==> config.mk <==
export PLATFORM = sky130hd
export DESIGN_NAME = six_bit_bidir_port
export DESIGN_NICKNAME = d
export VERILOG_FILES = /design/src/rtl/gpio_pkg.sv /design/src/rtl/six_bit_bidir_port.sv
export VERILOG_INCLUDE_DIRS = /design/src /design/src/rtl
export SDC_FILE = /design/constraint.sdc
export NUM_CORES = 1
export LEC_CHECK = 0
export BUFFER_PORTS_ARGS = -buffer_cell sky130_fd_sc_hd__buf_2
export CAP_MARGIN = 20
export CORE_ASPECT_RATIO = 1.4
export CORE_MARGIN = 2
export CORE_UTILIZATION = 50
export CTS_BUF_LIST = sky130_fd_sc_hd__clkbuf_16
export CTS_CLUSTER_DIAMETER = 100
export CTS_CLUSTER_SIZE = 25
export DETAILED_ROUTE_END_ITERATION = 12
export PLACE_DENSITY = 0.85
export REMOVE_ABC_BUFFERS = 1
export SYNTH_ARGS = -nofsm -noshare
export SYNTH_HDL_FRONTEND = slang
export SYNTH_SLANG_ARGS = --single-unit
==> constraint.sdc <==
create_clock -name SYS_CLK -period 3.05 [get_ports SYS_CLK]
set_input_delay 0.4575 -clock SYS_CLK [delete_from_list [all_inputs] [get_ports SYS_CLK]]
set_output_delay 0.4575 -clock SYS_CLK [all_outputs]
set_load 0.01 [all_outputs]
==> src/rtl/gpio_map.svh <==
// register map, field positions, reset values and widths of the six-bit port
//
// Summary of operation
// - six pins, five bidirectional and pin three input only, each with its own output latch and direction bit
// - direction bit 1 turns the pin driver off, pin acts as input
// - direction bit 0 drives the latched output value onto the pin
// - pin three is input only, never driven, direction bit reads 1
// - pin register reads sampled pin levels; writes go to the output latch
// - a pin register write without byte lane 0 stores the pin read into the whole latch
// - with external reset pin selected, pin three reads 0
// - direction keeps controlling the driver on analog-configured pins
// - analog-configured pins read 0 on digital reads
// - direction bits 5 and 4 read 1 in any crystal oscillator mode
// - bits 7 and 6 of pin and direction registers ignore writes, read 0
// - analog select forces digital reads to 0, output function unaffected
`ifndef GPIO_MAP_SVH
`define GPIO_MAP_SVH

// ====================================================================
// bus geometry
`define BUS_ADDR_W      4
`define BUS_DATA_W      32
`define BUS_BE_W        4
`define BE_LANE0        0

// ====================================================================
// byte offsets of the words
`define OFS_PIN_VALUE   4'h0
`define OFS_DIRECTION   4'h4
`define OFS_PORT_CFG    4'h8
`define OFS_ANALOG_SEL  4'hC

// ====================================================================
// pin positions
`define PIN_COUNT       6
`define PIN_TOP         5
`define PIN_INPUT_ONLY  3
`define PIN_XTAL_HI     5
`define PIN_XTAL_LO     4

// ====================================================================
// configuration word fields
`define CFG_EXT_RST_BIT 0
`define CFG_OSC_LO      1
`define CFG_OSC_HI      2

// ====================================================================
// reset values
`define RST_LATCH       6'h00
`define RST_DIR         6'h3F
`define RST_ANALOG      6'h3F
`define RST_RDATA       32'h0000_0000

`endif

==> src/rtl/gpio_pkg.sv <==
// types shared by the six-bit port
package gpio_pkg;

    // ================================================================
    // oscillator mode as seen by the port
    typedef enum logic [1:0] {
        OSC_OTHER                = 2'h0,
        CRYSTAL_MODE_LOW_POWER   = 2'h1,
        CRYSTAL_MODE_MEDIUM      = 2'h2,
        CRYSTAL_MODE_HIGH_SPEED  = 2'h3
    } osc_mode_e;

    // ================================================================
    // port configuration carried as one word
    typedef struct packed {
        osc_mode_e osc;
        logic      external_reset_pin_cfg;
    } port_cfg_s;

    // ================================================================
    // bus answer sequencer, one-hot
    typedef enum logic [1:0] {
        BUS_IDLE   = 2'b01,
        BUS_ANSWER = 2'b10
    } bus_state_e;

endpackage

==> src/rtl/six_bit_bidir_port.sv <==
// six-bit bidirectional port with Avalon-MM register access
//
// The Avalon-MM interface to the registers and the register offsets were left to the implementer.
`timescale 1ns/1ns
`include "gpio_map.svh"

module six_bit_bidir_port #(
    parameter int PINS = `PIN_COUNT
) (
    input  wire logic                      SYS_CLK,
    input  wire logic                      RSTN,
    input  wire logic [`BUS_ADDR_W-1:0]    ADDRESS,
    input  wire logic                      READ,
    input  wire logic                      WRITE,
    input  wire logic [`BUS_DATA_W-1:0]    WRITEDATA,
    input  wire logic [`BUS_BE_W-1:0]      BYTEENABLE,
    output logic      [`BUS_DATA_W-1:0]    READDATA,
    output logic                           WAITREQUEST,
    input  wire logic [PINS-1:0]           PIN_IN,
    output logic      [PINS-1:0]           PIN_OUT,
    output logic      [PINS-1:0]           PIN_OE
);

    // ================================================================
    // state
    gpio_pkg::bus_state_e  bus_state_reg;
    gpio_pkg::port_cfg_s   cfg_reg;
    logic [PINS-1:0]       latch_reg;
    logic [PINS-1:0]       dir_reg;
    logic [PINS-1:0]       analog_sel_reg;
    logic [PINS-1:0]       pin_sample_reg;
    logic [PINS-1:0]       pin_out_reg;
    logic [PINS-1:0]       pin_oe_reg;
    logic [`BUS_DATA_W-1:0] rdata_reg;
    logic                  wait_reg;

    // ================================================================
    // decoded terms
    logic                  req;
    logic                  xfer;
    logic                  wr_xfer;
    logic                  lane0;
    logic [PINS-1:0]       pin_read;
    logic [PINS-1:0]       dir_read;
    logic [PINS-1:0]       eff_dir;
    logic [PINS-1:0]       latch_next;
    logic [`BUS_DATA_W-1:0] rdata_next;

    // ================================================================
    // decoding used by pin driver and direction read-back
    function automatic logic is_crystal(input gpio_pkg::osc_mode_e m);
        is_crystal = (m == gpio_pkg::CRYSTAL_MODE_LOW_POWER)
                  || (m == gpio_pkg::CRYSTAL_MODE_MEDIUM)
                  || (m == gpio_pkg::CRYSTAL_MODE_HIGH_SPEED);
    endfunction

    function automatic logic hit(input logic [`BUS_ADDR_W-1:0] a,
                                 input logic [`BUS_ADDR_W-1:0] ofs);
        hit = (a == ofs);
    endfunction

    // ================================================================
    // bus handshake terms
    assign req     = READ || WRITE;
    assign xfer    = req && !wait_reg;
    assign wr_xfer = WRITE && !wait_reg;
    assign lane0   = BYTEENABLE[`BE_LANE0];

    // ================================================================
    // digital read of the pins
    always_comb begin
        pin_read = pin_sample_reg;
        pin_read = pin_read & ~analog_sel_reg;
        if (cfg_reg.external_reset_pin_cfg) begin
            pin_read[`PIN_INPUT_ONLY] = 1'b0;
        end
    end

    // ================================================================
    // effective direction, also what software reads back
    always_comb begin
        eff_dir = dir_reg;
        eff_dir[`PIN_INPUT_ONLY] = 1'b1;
        if (is_crystal(cfg_reg.osc)) begin
            eff_dir[`PIN_XTAL_HI] = 1'b1;
            eff_dir[`PIN_XTAL_LO] = 1'b1;
        end
        dir_read = eff_dir;
    end

    // ================================================================
    // read multiplexer; upper bits and unmapped words read zero
    always_comb begin
        rdata_next = `RST_RDATA;
        if (hit(ADDRESS, `OFS_PIN_VALUE)) begin
            rdata_next[PINS-1:0] = pin_read;
        end else if (hit(ADDRESS, `OFS_DIRECTION)) begin
            rdata_next[PINS-1:0] = dir_read;
        end else if (hit(ADDRESS, `OFS_PORT_CFG)) begin
            rdata_next[`CFG_EXT_RST_BIT] = cfg_reg.external_reset_pin_cfg;
            rdata_next[`CFG_OSC_HI:`CFG_OSC_LO] = cfg_reg.osc;
        end else if (hit(ADDRESS, `OFS_ANALOG_SEL)) begin
            rdata_next[PINS-1:0] = analog_sel_reg;
        end
    end

    // ================================================================
    // bus sequencer: one wait cycle, then the answer edge
    always_ff @(posedge SYS_CLK or negedge RSTN) begin
        if (!RSTN) begin
            bus_state_reg <= gpio_pkg::BUS_IDLE;
        end else begin
            unique case (bus_state_reg)
                gpio_pkg::BUS_IDLE: begin
                    if (req) begin
                        bus_state_reg <= gpio_pkg::BUS_ANSWER;
                    end
                end
                gpio_pkg::BUS_ANSWER: begin
                    bus_state_reg <= gpio_pkg::BUS_IDLE;
                end
                default: begin
                    bus_state_reg <= gpio_pkg::BUS_IDLE;
                end
            endcase
        end
    end

    always_ff @(posedge SYS_CLK or negedge RSTN) begin
        if (!RSTN) begin
            wait_reg <= 1'b1;
        end else begin
            wait_reg <= !(bus_state_reg == gpio_pkg::BUS_IDLE && req);
        end
    end

    // read data is caught one edge ahead and stands at the answer edge
    always_ff @(posedge SYS_CLK or negedge RSTN) begin
        if (!RSTN) begin
            rdata_reg <= `RST_RDATA;
        end else if (bus_state_reg == gpio_pkg::BUS_IDLE && READ) begin
            rdata_reg <= rdata_next;
        end
    end

    // ================================================================
    // pin sampling; pins are taken as synchronous to the clock
    always_ff @(posedge SYS_CLK or negedge RSTN) begin
        if (!RSTN) begin
            pin_sample_reg <= '0;
        end else begin
            pin_sample_reg <= PIN_IN;
        end
    end

    // ================================================================
    // output latch: a write without lane 0 still stores the pin read,
    // so analog pins and pins pulled elsewhere land in the latch as read
    always_comb begin
        latch_next = pin_read;
        if (lane0) begin
            latch_next = WRITEDATA[PINS-1:0];
        end
    end

    always_ff @(posedge SYS_CLK or negedge RSTN) begin
        if (!RSTN) begin
            latch_reg <= `RST_LATCH;
        end else if (wr_xfer && hit(ADDRESS, `OFS_PIN_VALUE)) begin
            latch_reg <= latch_next;
        end
    end

    // ================================================================
    // direction register; pin three keeps a constant 1
    always_ff @(posedge SYS_CLK or negedge RSTN) begin
        if (!RSTN) begin
            dir_reg <= `RST_DIR;
        end else if (wr_xfer && lane0 && hit(ADDRESS, `OFS_DIRECTION)) begin
            dir_reg <= WRITEDATA[PINS-1:0];
            dir_reg[`PIN_INPUT_ONLY] <= 1'b1;
        end
    end

    // ================================================================
    // configuration and analog select
    always_ff @(posedge SYS_CLK or negedge RSTN) begin
        if (!RSTN) begin
            cfg_reg.external_reset_pin_cfg <= 1'b0;
            cfg_reg.osc                    <= gpio_pkg::OSC_OTHER;
        end else if (wr_xfer && lane0 && hit(ADDRESS, `OFS_PORT_CFG)) begin
            cfg_reg.external_reset_pin_cfg <= WRITEDATA[`CFG_EXT_RST_BIT];
            cfg_reg.osc <= gpio_pkg::osc_mode_e'(WRITEDATA[`CFG_OSC_HI:`CFG_OSC_LO]);
        end
    end

    // analog select changes reads only; drivers ignore it
    always_ff @(posedge SYS_CLK or negedge RSTN) begin
        if (!RSTN) begin
            analog_sel_reg <= `RST_ANALOG;
        end else if (wr_xfer && lane0 && hit(ADDRESS, `OFS_ANALOG_SEL)) begin
            analog_sel_reg <= WRITEDATA[PINS-1:0];
        end
    end

    // ================================================================
    // pin drivers, one flop pair per pin
    for (genvar i = 0; i < PINS; i++) begin : g_pin
        always_ff @(posedge SYS_CLK or negedge RSTN) begin
            if (!RSTN) begin
                pin_out_reg[i] <= 1'b0;
                pin_oe_reg[i]  <= 1'b0;
            end else begin
                pin_out_reg[i] <= latch_reg[i];
                pin_oe_reg[i]  <= !eff_dir[i];
            end
        end
    end

    // ================================================================
    // outputs
    assign READDATA    = rdata_reg;
    assign WAITREQUEST = wait_reg;
    assign PIN_OUT     = pin_out_reg;
    assign PIN_OE      = pin_oe_reg;
endmodule
==> results of run 1 <==
## placed cells by master, fill, tap and decap left out, drive strengths merged, types with 2 or more instances in the layout
| cell | count |
|---|---|
| a21oi | 4 |
| a22o | 6 |
| a31oi | 2 |
| a32oi | 2 |
| and3b | 2 |
| buf | 39 |
| clkbuf | 5 |
| conb | 27 |
| dfrtp | 33 |
| dfstp | 13 |
| inv | 9 |
| mux2 | 20 |
| mux2i | 5 |
| nand2 | 5 |
| nand2b | 7 |
| nand3b | 3 |
| nor2 | 3 |
| nor2b | 2 |
| nor3 | 3 |
| nor3b | 3 |
| nor4b | 2 |
| o21ai | 7 |
| or2b | 2 |
## power by group through the flow
stage | Sequential [mW] | Combinational (mW) | Clock [mW]
3_5_place_dp | 0.878 | 0.364 | 0
2_1_floorplan | 0.898 | 0.182 | 0
4_1_cts | 0.869 | 0.365 | 0.506
3_3_place_gp | 0.867 | 0.351 | 0
5_1_grt | 0.890 | 0.408 | 0.527
6_report | 0.867 | 0.365 | 0.493
## metal layers
| layer | part of all wire, % | global-route usage [%] | wire length (um) |
|---|---|---|---|
| met1 | 37 | 20.2 | 1330 |
| met2 | 55 | 29.8 | 1960 |
| met3 | 5.8 | 5.15 | 210 |
| met4 | 2.6 | 8.14 | 92 |
| met5 | 0 | 0 | 0 |
## final timing paths
check / from / to / slack [ns] / depth (start not counted)
setup / recovery: ADDRESS[2] / dir_reg[4] / 1.53 / 4
hold / removal: PIN_IN[2] / pin_sample_reg[2] / 0.28 / 1
setup reg to reg: WAITREQUEST / analog_sel_reg[5] / 1.57 / 3
hold reg to reg: latch_reg[0] / PIN_OUT[0] / 0.37 / 0
max in group asynchronous: RSTN / WAITREQUEST / 2.05 / 3
min in group asynchronous: RSTN / latch_reg[5] / 0.51 / 2
## per-stage QoR
step | hold slack, ns | area, um^2
finish | 0.282 | 2370
CTS | 0.276 | 2340
global route | 0.278 | 2370
detailed placement | 0.360 | 2200
floorplan | 0.162 | 1960
global placement | 0.356 | 2200
## cell type report
cell class / count / share of cell area, %
Sequential cell: 46 / 49.2
Timing Repair Buffer: 40 / 9.29
Inverter: 7 / 1.11
Clock inverter: 3 / 0.475
Clock buffer: 5 / 5.28
Tap cell: 43 / 2.27
Multi-Input combinational cell: 109 / 32.3
## logic make-up after synthesis
logic type             count (synthesis)  synth area share [%]
DFF                                   46                  56.3
and+or+nand+nor                       36                  12.2
buffers and inverters                 36                  11.5
muxes                                 25                  13.3
AOI/OAI and AO/OA                     21                  6.63
other                                  1                 0.181
==> impl_metrics.toml, run 1 <==
[run]
maxCapViolations = 0

[worst_setup_path]
critPathMaxFanout = 13
slowest_stage = "nor4b_1"
startpoint_type = "primary input"
slowest_delay_ns = 0.42
critPathArrivalTime_ns = 1.73
path_buf_inv = 1
crit_type = "primary input to register"
crit_required_ns = 3.25
endpoint_kind = "register"
critPathTopFamily = "simple AND/OR/NAND/NOR gates"
crit_chain = "buf_2, nor4b_1, nand2_1, mux2_2"

[clock_tree]
clkLatencyLatePin_ns = 0.28
htreeDepth = 2
cts_tree = "yes"
cts_buffers = 5
cts_root_buffer = "clkbuf_16"
cts_hold_buf = 0
cts.sinks = 46
cts_resized = 0
postCtsSetupBuffers = 0
cts_buffer_depth = 2
path_clk_slew_ns = 0.06

[die]
core-area_um2 = 3950
start_util_pct = 52.5
die_area_um2 = 4690
die_h_um = 80.2
rows = 27
ios = 95
die_width_um = 58.4

[cells_and_area]
area.growth.synth_to_final_pct = 14.3
final_util_pct = 60.0
fin_nets = 259
nFillCells = 321
final_cells = 253
seq_area_um2 = 1170
layout-drive-gt1-share_pct = 38.1
multiInputGateArea_um2 = 767
n_antenna_cell = 0

[logic_synthesis]
yosysWarnings = 0
ys_ff_latch = 46
synthFlopType = "dfrtp_1"
async_flop_share_pct = 100
avgSynthCellArea_um2 = 12.6
yosys.area.top_type = "dfrtp_1"
netlist_area_um2 = 2070
ys_top_cells_by_area = "dfrtp_1 (40%), dfstp_2 (16%), mux2_2 (11%)"
synthTopCellsByCount = "dfrtp_1 (33), buf_4 (27), mux2_2 (20), dfstp_2 (13)"
netlist_instances = 165
synth.most_common_cell = "dfrtp_1"
synth_top_area_share_pct = 39.8
synth_cell_types = 30
synth-edff-count = 0
synth.yosys.seq_area_share_pct = 56.3

[global_route]
grtUsageTotal_pct = 17.7
overflow = 0
grt_max_degree = 47
grt_pass1_wl_mm = 6.09
antenna_found_initial = 0
first_global_vias = 1296

[drt]
viasPerCell = 5.06
drtIter0Drc = 20
vias = 1279
ant_nets = 0
drc = 0
wl_per_cell_um = 14.2
drt-total-wl_mm = 3.59
dr.pass1.iters = 4

[power]
ir_drop_mv = 0.692
p_clk_share_pct = 28.6
p_sw_share_pct = 27.0
power.switching_mw = 0.466
p_leak_nw = 1.18
power_frac_comb_pct = 21.1
p_int_mw = 1.26
pwr-share-seq_pct = 50.3
p_per_area_nw_per_um2 = 727
power_mw = 1.72

[place]
port_buffers = 38
gp_congestion = 0.835
hpwl_mm = 2.72
pre_cts_slack_ns = 1.26
placed_cells = 243

[status]
outcome = "completed"

[sta]
timing.final.crit_share_pct = 50.0
rsz0062_at_grt = "no"
setup_viol = 0
fin_ws_ns = 1.53
hold_viol = 0
period_needed_ns = 1.52
slew_violations = 0
fmax_ghz = 0.656
tns_ns = 0
finClkSkew_ns = 0.00377

[worst_hold_path]
hold_path.class = "primary input to register"
(Power assumes the default switching activity.)
==> inputs of run 2 (changes only) <==
- ABC_AREA: not set -> 1
- CORE_UTILIZATION: 50 -> 43
- PLACE_DENSITY: 0.85 -> 0.76
- clock period: 3.05 -> 1.3 ns (I/O delays scaled with it)
==> impl_metrics.toml, run 2 <==
[cells_and_area]
layout-drive-gt1-share_pct = 31.6
area.growth.synth_to_final_pct = 16.4
fin_nets = 331
final_cells = 346
layout_commonest_cell = "nand2_1"
final_util_pct = 52.3
final_cell_mix = "nand2_1 (42), buf_2 (38), dfrtp_1 (33)"
n_antenna_cell = 0

[die]
die_h_um = 88.5
ios = 95
die_width_um = 64.4
core-area_um2 = 4880
start_util_pct = 45.0
rows = 30
die_area_um2 = 5700

[logic_synthesis]
synth-edff-count = 0
async_flop_share_pct = 100
ys_top_cells_by_area = "dfrtp_1 (38%), dfstp_2 (16%), buf_4 (9.9%)"
yosysWarnings = 0
synthTopCellsByCount = "nand2_1 (44), dfrtp_1 (33), buf_4 (29), inv_1 (28), o21ai_0 (18)"
avgSynthCellArea_um2 = 9.30
synth_cell_types = 23
synthFlopType = "dfrtp_1"
netlist_area_um2 = 2190
yosys.area.top_type = "dfrtp_1"
synth_top_area_share_pct = 37.6
synth.yosys.seq_area_share_pct = 53.2
ys_ff_latch = 46
netlist_instances = 236
synth.most_common_cell = "nand2_1"

[power]
p_int_mw = 3.18
p_sw_share_pct = 28.6
p_clk_share_pct = 31.3
pwr-share-seq_pct = 46.5
ir_drop_mv = 0.727
p_per_area_nw_per_um2 = 1740
power_mw = 4.45
p_leak_nw = 1.29
power.switching_mw = 1.27
power_frac_comb_pct = 22.2

[worst_setup_path]
critPathArrivalTime_ns = 1.43
endpoint_kind = "register"
rrSetupSlack_ns = 0.03
critPathMaxFanout = 6
crit_type = "register to register"
reg2reg_to = "cfg_reg[1]"
crit_required_ns = 1.47
startpoint = "WAITREQUEST"
r2r_cells = 6
reg2reg_from = "WAITREQUEST"
startpoint_type = "register"

[global_route]
first_global_vias = 1450
busiest_layer = "met2"
antenna_found_initial = 0
grt_max_degree = 47
grtUsageTotal_pct = 15.3
gr-usage-met1_pct = 17.7
grt_use_met3_pct = 3.18
overflow = 0
grt_util_met2_pct = 26.0
grt_pass1_wl_mm = 6.59

[clock_tree]
clkLatencyLatePin_ns = 0.29
cts_buffer_depth = 2
htreeDepth = 2
cts_root_buffer = "clkbuf_16"
cts_buffers = 5
path_clk_slew_ns = 0.06
cts.sinks = 46
cts_tree = "yes"

[sta]
slew_violations = 0
period_needed_ns = 1.27
hold_viol = 0
finClkSkew_ns = 0.00462
hold_ws_ns = 0.0135
setup_viol = 0
timing.final.crit_share_pct = 97.3
rsz0062_at_grt = "yes"
fmax_ghz = 0.790

[drt]
vias = 1592
ant_nets = 0
drc = 0
dr.pass1.iters = 5
drt-total-wl_mm = 4.01
viasPerCell = 4.60
wl_per_cell_um = 11.6
drtIter0Drc = 67

[place]
port_buffers = 38
hpwl_mm = 3.03
gp_congestion = 0.788
placed_cells = 337

[status]
outcome = "completed"

[worst_hold_path]
hold_start = "PIN_IN[3]"
min_path_cells = 1
whs_endpoint = "pin_sample_reg[3]"
hold_path.class = "primary input to register"

[run]
maxCapViolations = 0
==> run 2: worst max-delay path: stages, from the launching register on <==
cell and delay, ns:
dfstp_2 0.37, inv_2 0.06, nand2_4 0.06, nor2_4 0.16, nand4_1 0.26, nand2_1 0.16
o21ai_1 0.08
==> run 2: cells by family after synthesis <==
kind of cell	share of synthesized area, %
AOI/OAI and AO/OA	8.49
buffers and inverters	17.3
DFF	53.2
other	0.171
and+or+nand+nor	20.8
==> run 2: per-stage QoR <==
stage	instance area [um^2]	TNS [ns]	setup WS [ns]
final	2550	0	0.0348
after detailed placement	2370	-0.0336	-0.0336
after global routing	2550	-0.165	-0.0553
after floorplan	2030	0	0.0466
after CTS	2540	0	0.0269
after global placement	2370	0	0.00368
==> run 2: repair_timing <==
item	CTS	global route
hold buffers	1	0
endpoints found under the setup margin	1	12
gates resized for setup	1	8
buffers inserted	0	0
pin swaps	0	7
endpoints found under the hold margin	33	0
==> run 2: per-layer routing <==
layer / routed length, um / up-vias
li1: - / 786
met1: 1580 / 732
met2: 2040 / 61
met3: 237 / 13
met4: 147 / 0
met5: 0 / -
==> run 2: layout make-up <==
type | count | area (um^2)
fill | 461 | 2330
sequential | 46 | 1170
multi-input combinational | 151 | 757
timing repair buffer | 46 | 265
clock buffer | 5 | 125
inverter | 31 | 121
tap | 64 | 80.1
clock inverter | 3 | 37.5
==> run 2: worst max-delay path by stage <==
stage	to	slack [ns]	cells past startpoint
2_1_floorplan	READDATA[3]	0.05	7
3_3_place_gp	READDATA[3]	0.004	7
5_1_grt	cfg_reg[1]	-0.06	6
6_report	cfg_reg[1]	0.03	6
3_5_place_dp	READDATA[3]	-0.03	7
4_1_cts	cfg_reg[1]	0.03	6
==> run 2: power groups by stage <==
stage / clock, mW / combinational, mW / sequential [mW]
final: 1.39 / 0.988 / 2.07
after global routing: 1.49 / 1.13 / 2.11
after CTS: 1.43 / 0.973 / 2.06
after detailed placement: 0 / 0.963 / 2.08
after global placement: 0 / 0.931 / 2.08
after floorplan: 0 / 0.476 / 2.15
==> inputs of run 3 (changes only) <==
- clock period: 1.3 -> 1 ns (I/O delays scaled with it)
==> impl_metrics.toml, run 3 (same netlist as run 2, synthesis figures left out) <==
[status]
outcome = "finished with violations"
violations = "negative setup slack"

[die]
die_h_um = 88.5
die_area_um2 = 5700
die_width_um = 64.4
start_util_pct = 45.0
ios = 95
rows = 30
core-area_um2 = 4880

[global_route]
grt_pass1_wl_mm = 7.60
grt_max_degree = 47
first_global_vias = 1642
grtUsageTotal_pct = 17.8
overflow = 0
antenna_found_initial = 0

[worst_hold_path]
hold_path.class = "primary input to register"
hold_start = "READ"

[drt]
vias = 1791
drt-total-wl_mm = 4.88
viasPerCell = 4.73
drtIter0Drc = 44
dr.pass1.iters = 4
ant_nets = 0
wl_per_cell_um = 12.9
drc = 0

[cells_and_area]
fin_nets = 364
final_cell_mix = "buf_2 (37), nand2_1 (35), dfrtp_1 (33)"
area.growth.synth_to_final_pct = 33.4
layout_commonest_cell = "buf_2"
layout-drive-gt1-share_pct = 41.3
n_antenna_cell = 0

[sta]
tns_ns = -4.24
rsz0062_at_grt = "yes"
timing.final.crit_share_pct = 120
hold_ws_ns = 0.0606
fmax_ghz = 0.831
slew_violations = 0
fin_ws_ns = -0.203
setup_viol = 27
finClkSkew_ns = 0.00218
period_needed_ns = 1.20
hold_viol = 0

[worst_setup_path]
startpoint_type = "register"
startpoint = "WAITREQUEST"
critPathArrivalTime_ns = 1.42
crit_type = "register to register"
slowest_delay_ns = 0.54
reg2reg_from = "WAITREQUEST"
crit_required_ns = 1.21
crit_chain = "inv_2, nand2_4, nor2_4, buf_12, buf_8, nand2_8, nand2_2, o21ai_1"
critPathMaxFanout = 5
rrSetupSlack_ns = -0.20
slowest_stage = "dfstp_2"
endpoint_kind = "register"

[run]
maxCapViolations = 0

[place]
port_buffers = 38
gp_congestion = 0.831
hpwl_mm = 3.25

[clock_tree]
cts_buffers = 5
cts_buffer_depth = 2
cts_root_buffer = "clkbuf_16"
cts.sinks = 46
htreeDepth = 2
path_clk_slew_ns = 0.06
clkLatencyLatePin_ns = 0.28
cts_tree = "yes"

[power]
p_leak_nw = 1.47
ir_drop_mv = 0.907
p_per_area_nw_per_um2 = 2050
## run 3: cell types whose count changed in the layout (fill, tap and decap cells not counted), sizes merged
| cell | delta |
|---|---|
| nor2 | +1 |
| bufinv | -1 |
| buf | +25 |
| dlygate4sd3 | +6 |
| nand2 | +1 |
| clkinv | +1 |
## run 3: per-stage QoR
step / utilization [%] / worst slack (ns) / std cells / total power [mW] / cell area, um^2
floorplan: - / -0.253 / 228 / 3.42 / 2030
global placement: 51.5 / -0.188 / 355 / 4.07 / 2510
detailed placement: 51.5 / -0.219 / 355 / 4.11 / 2510
CTS: 57.6 / -0.204 / 376 / 5.82 / 2810
global route: 60.0 / -0.291 / 379 / 6.36 / 2930
finish: 60.0 / -0.203 / 379 / 6.00 / 2930
## run 3: timing repair
item                       CTS  global route
resized for setup           23            23
setup endpoints to repair   28            29
hold buffers                 7             0
pin swaps                   13            16
hold endpoints to repair    39             0
cloned                       2             0
buffers inserted             4             4
## run 3: path summary, 6_finish.rpt
check,end,depth (start not counted)
max in group asynchronous,bus_state_reg[0],3
worst max-delay path,dir_reg[5],8
worst max register to register,dir_reg[5],8
min in group asynchronous,PIN_OE[5],3
worst min-delay path,bus_state_reg[0],2
worst min register to register,PIN_OUT[5],0
## run 3: report_power, final
group          leakage [nW]  internal (mW)  switching, mW
sequential            0.535           2.45          0.241
clock                0.0724          0.903          0.652
combinational         0.861          0.822          0.929
## run 3: final cells by class
| class | count | area (um^2) |
|---|---|---|
| tap | 64 | 80.1 |
| fill | 438 | 1950 |
| timing repair buffer | 77 | 571 |
| sequential | 46 | 1170 |
| clock buffer | 5 | 125 |
| multi-input combinational | 153 | 853 |
| clock inverter | 3 | 12.5 |
| inverter | 31 | 119 |
## run 3: worst max-delay path, delay by kind of cell, from the launching register on
family	cells	cell delay [ns]
AOI/OAI and AO/OA	1	0.07
buffers and inverters	3	0.29
DFF	1	0.54
and+or+nand+nor	4	0.24
## run 3: layer usage
| metal | vias to the layer above | track usage, % | part of all wire (%) | routed length [um] |
|---|---|---|---|---|
| li1 | 860 | - | - | - |
| met1 | 854 | 19.9 | 37 | 1810 |
| met2 | 68 | 31.1 | 54 | 2620 |
| met3 | 9 | 4.71 | 6.4 | 312 |
| met4 | 0 | 9.28 | 2.8 | 136 |
| met5 | - | 0 | 0 | 0 |
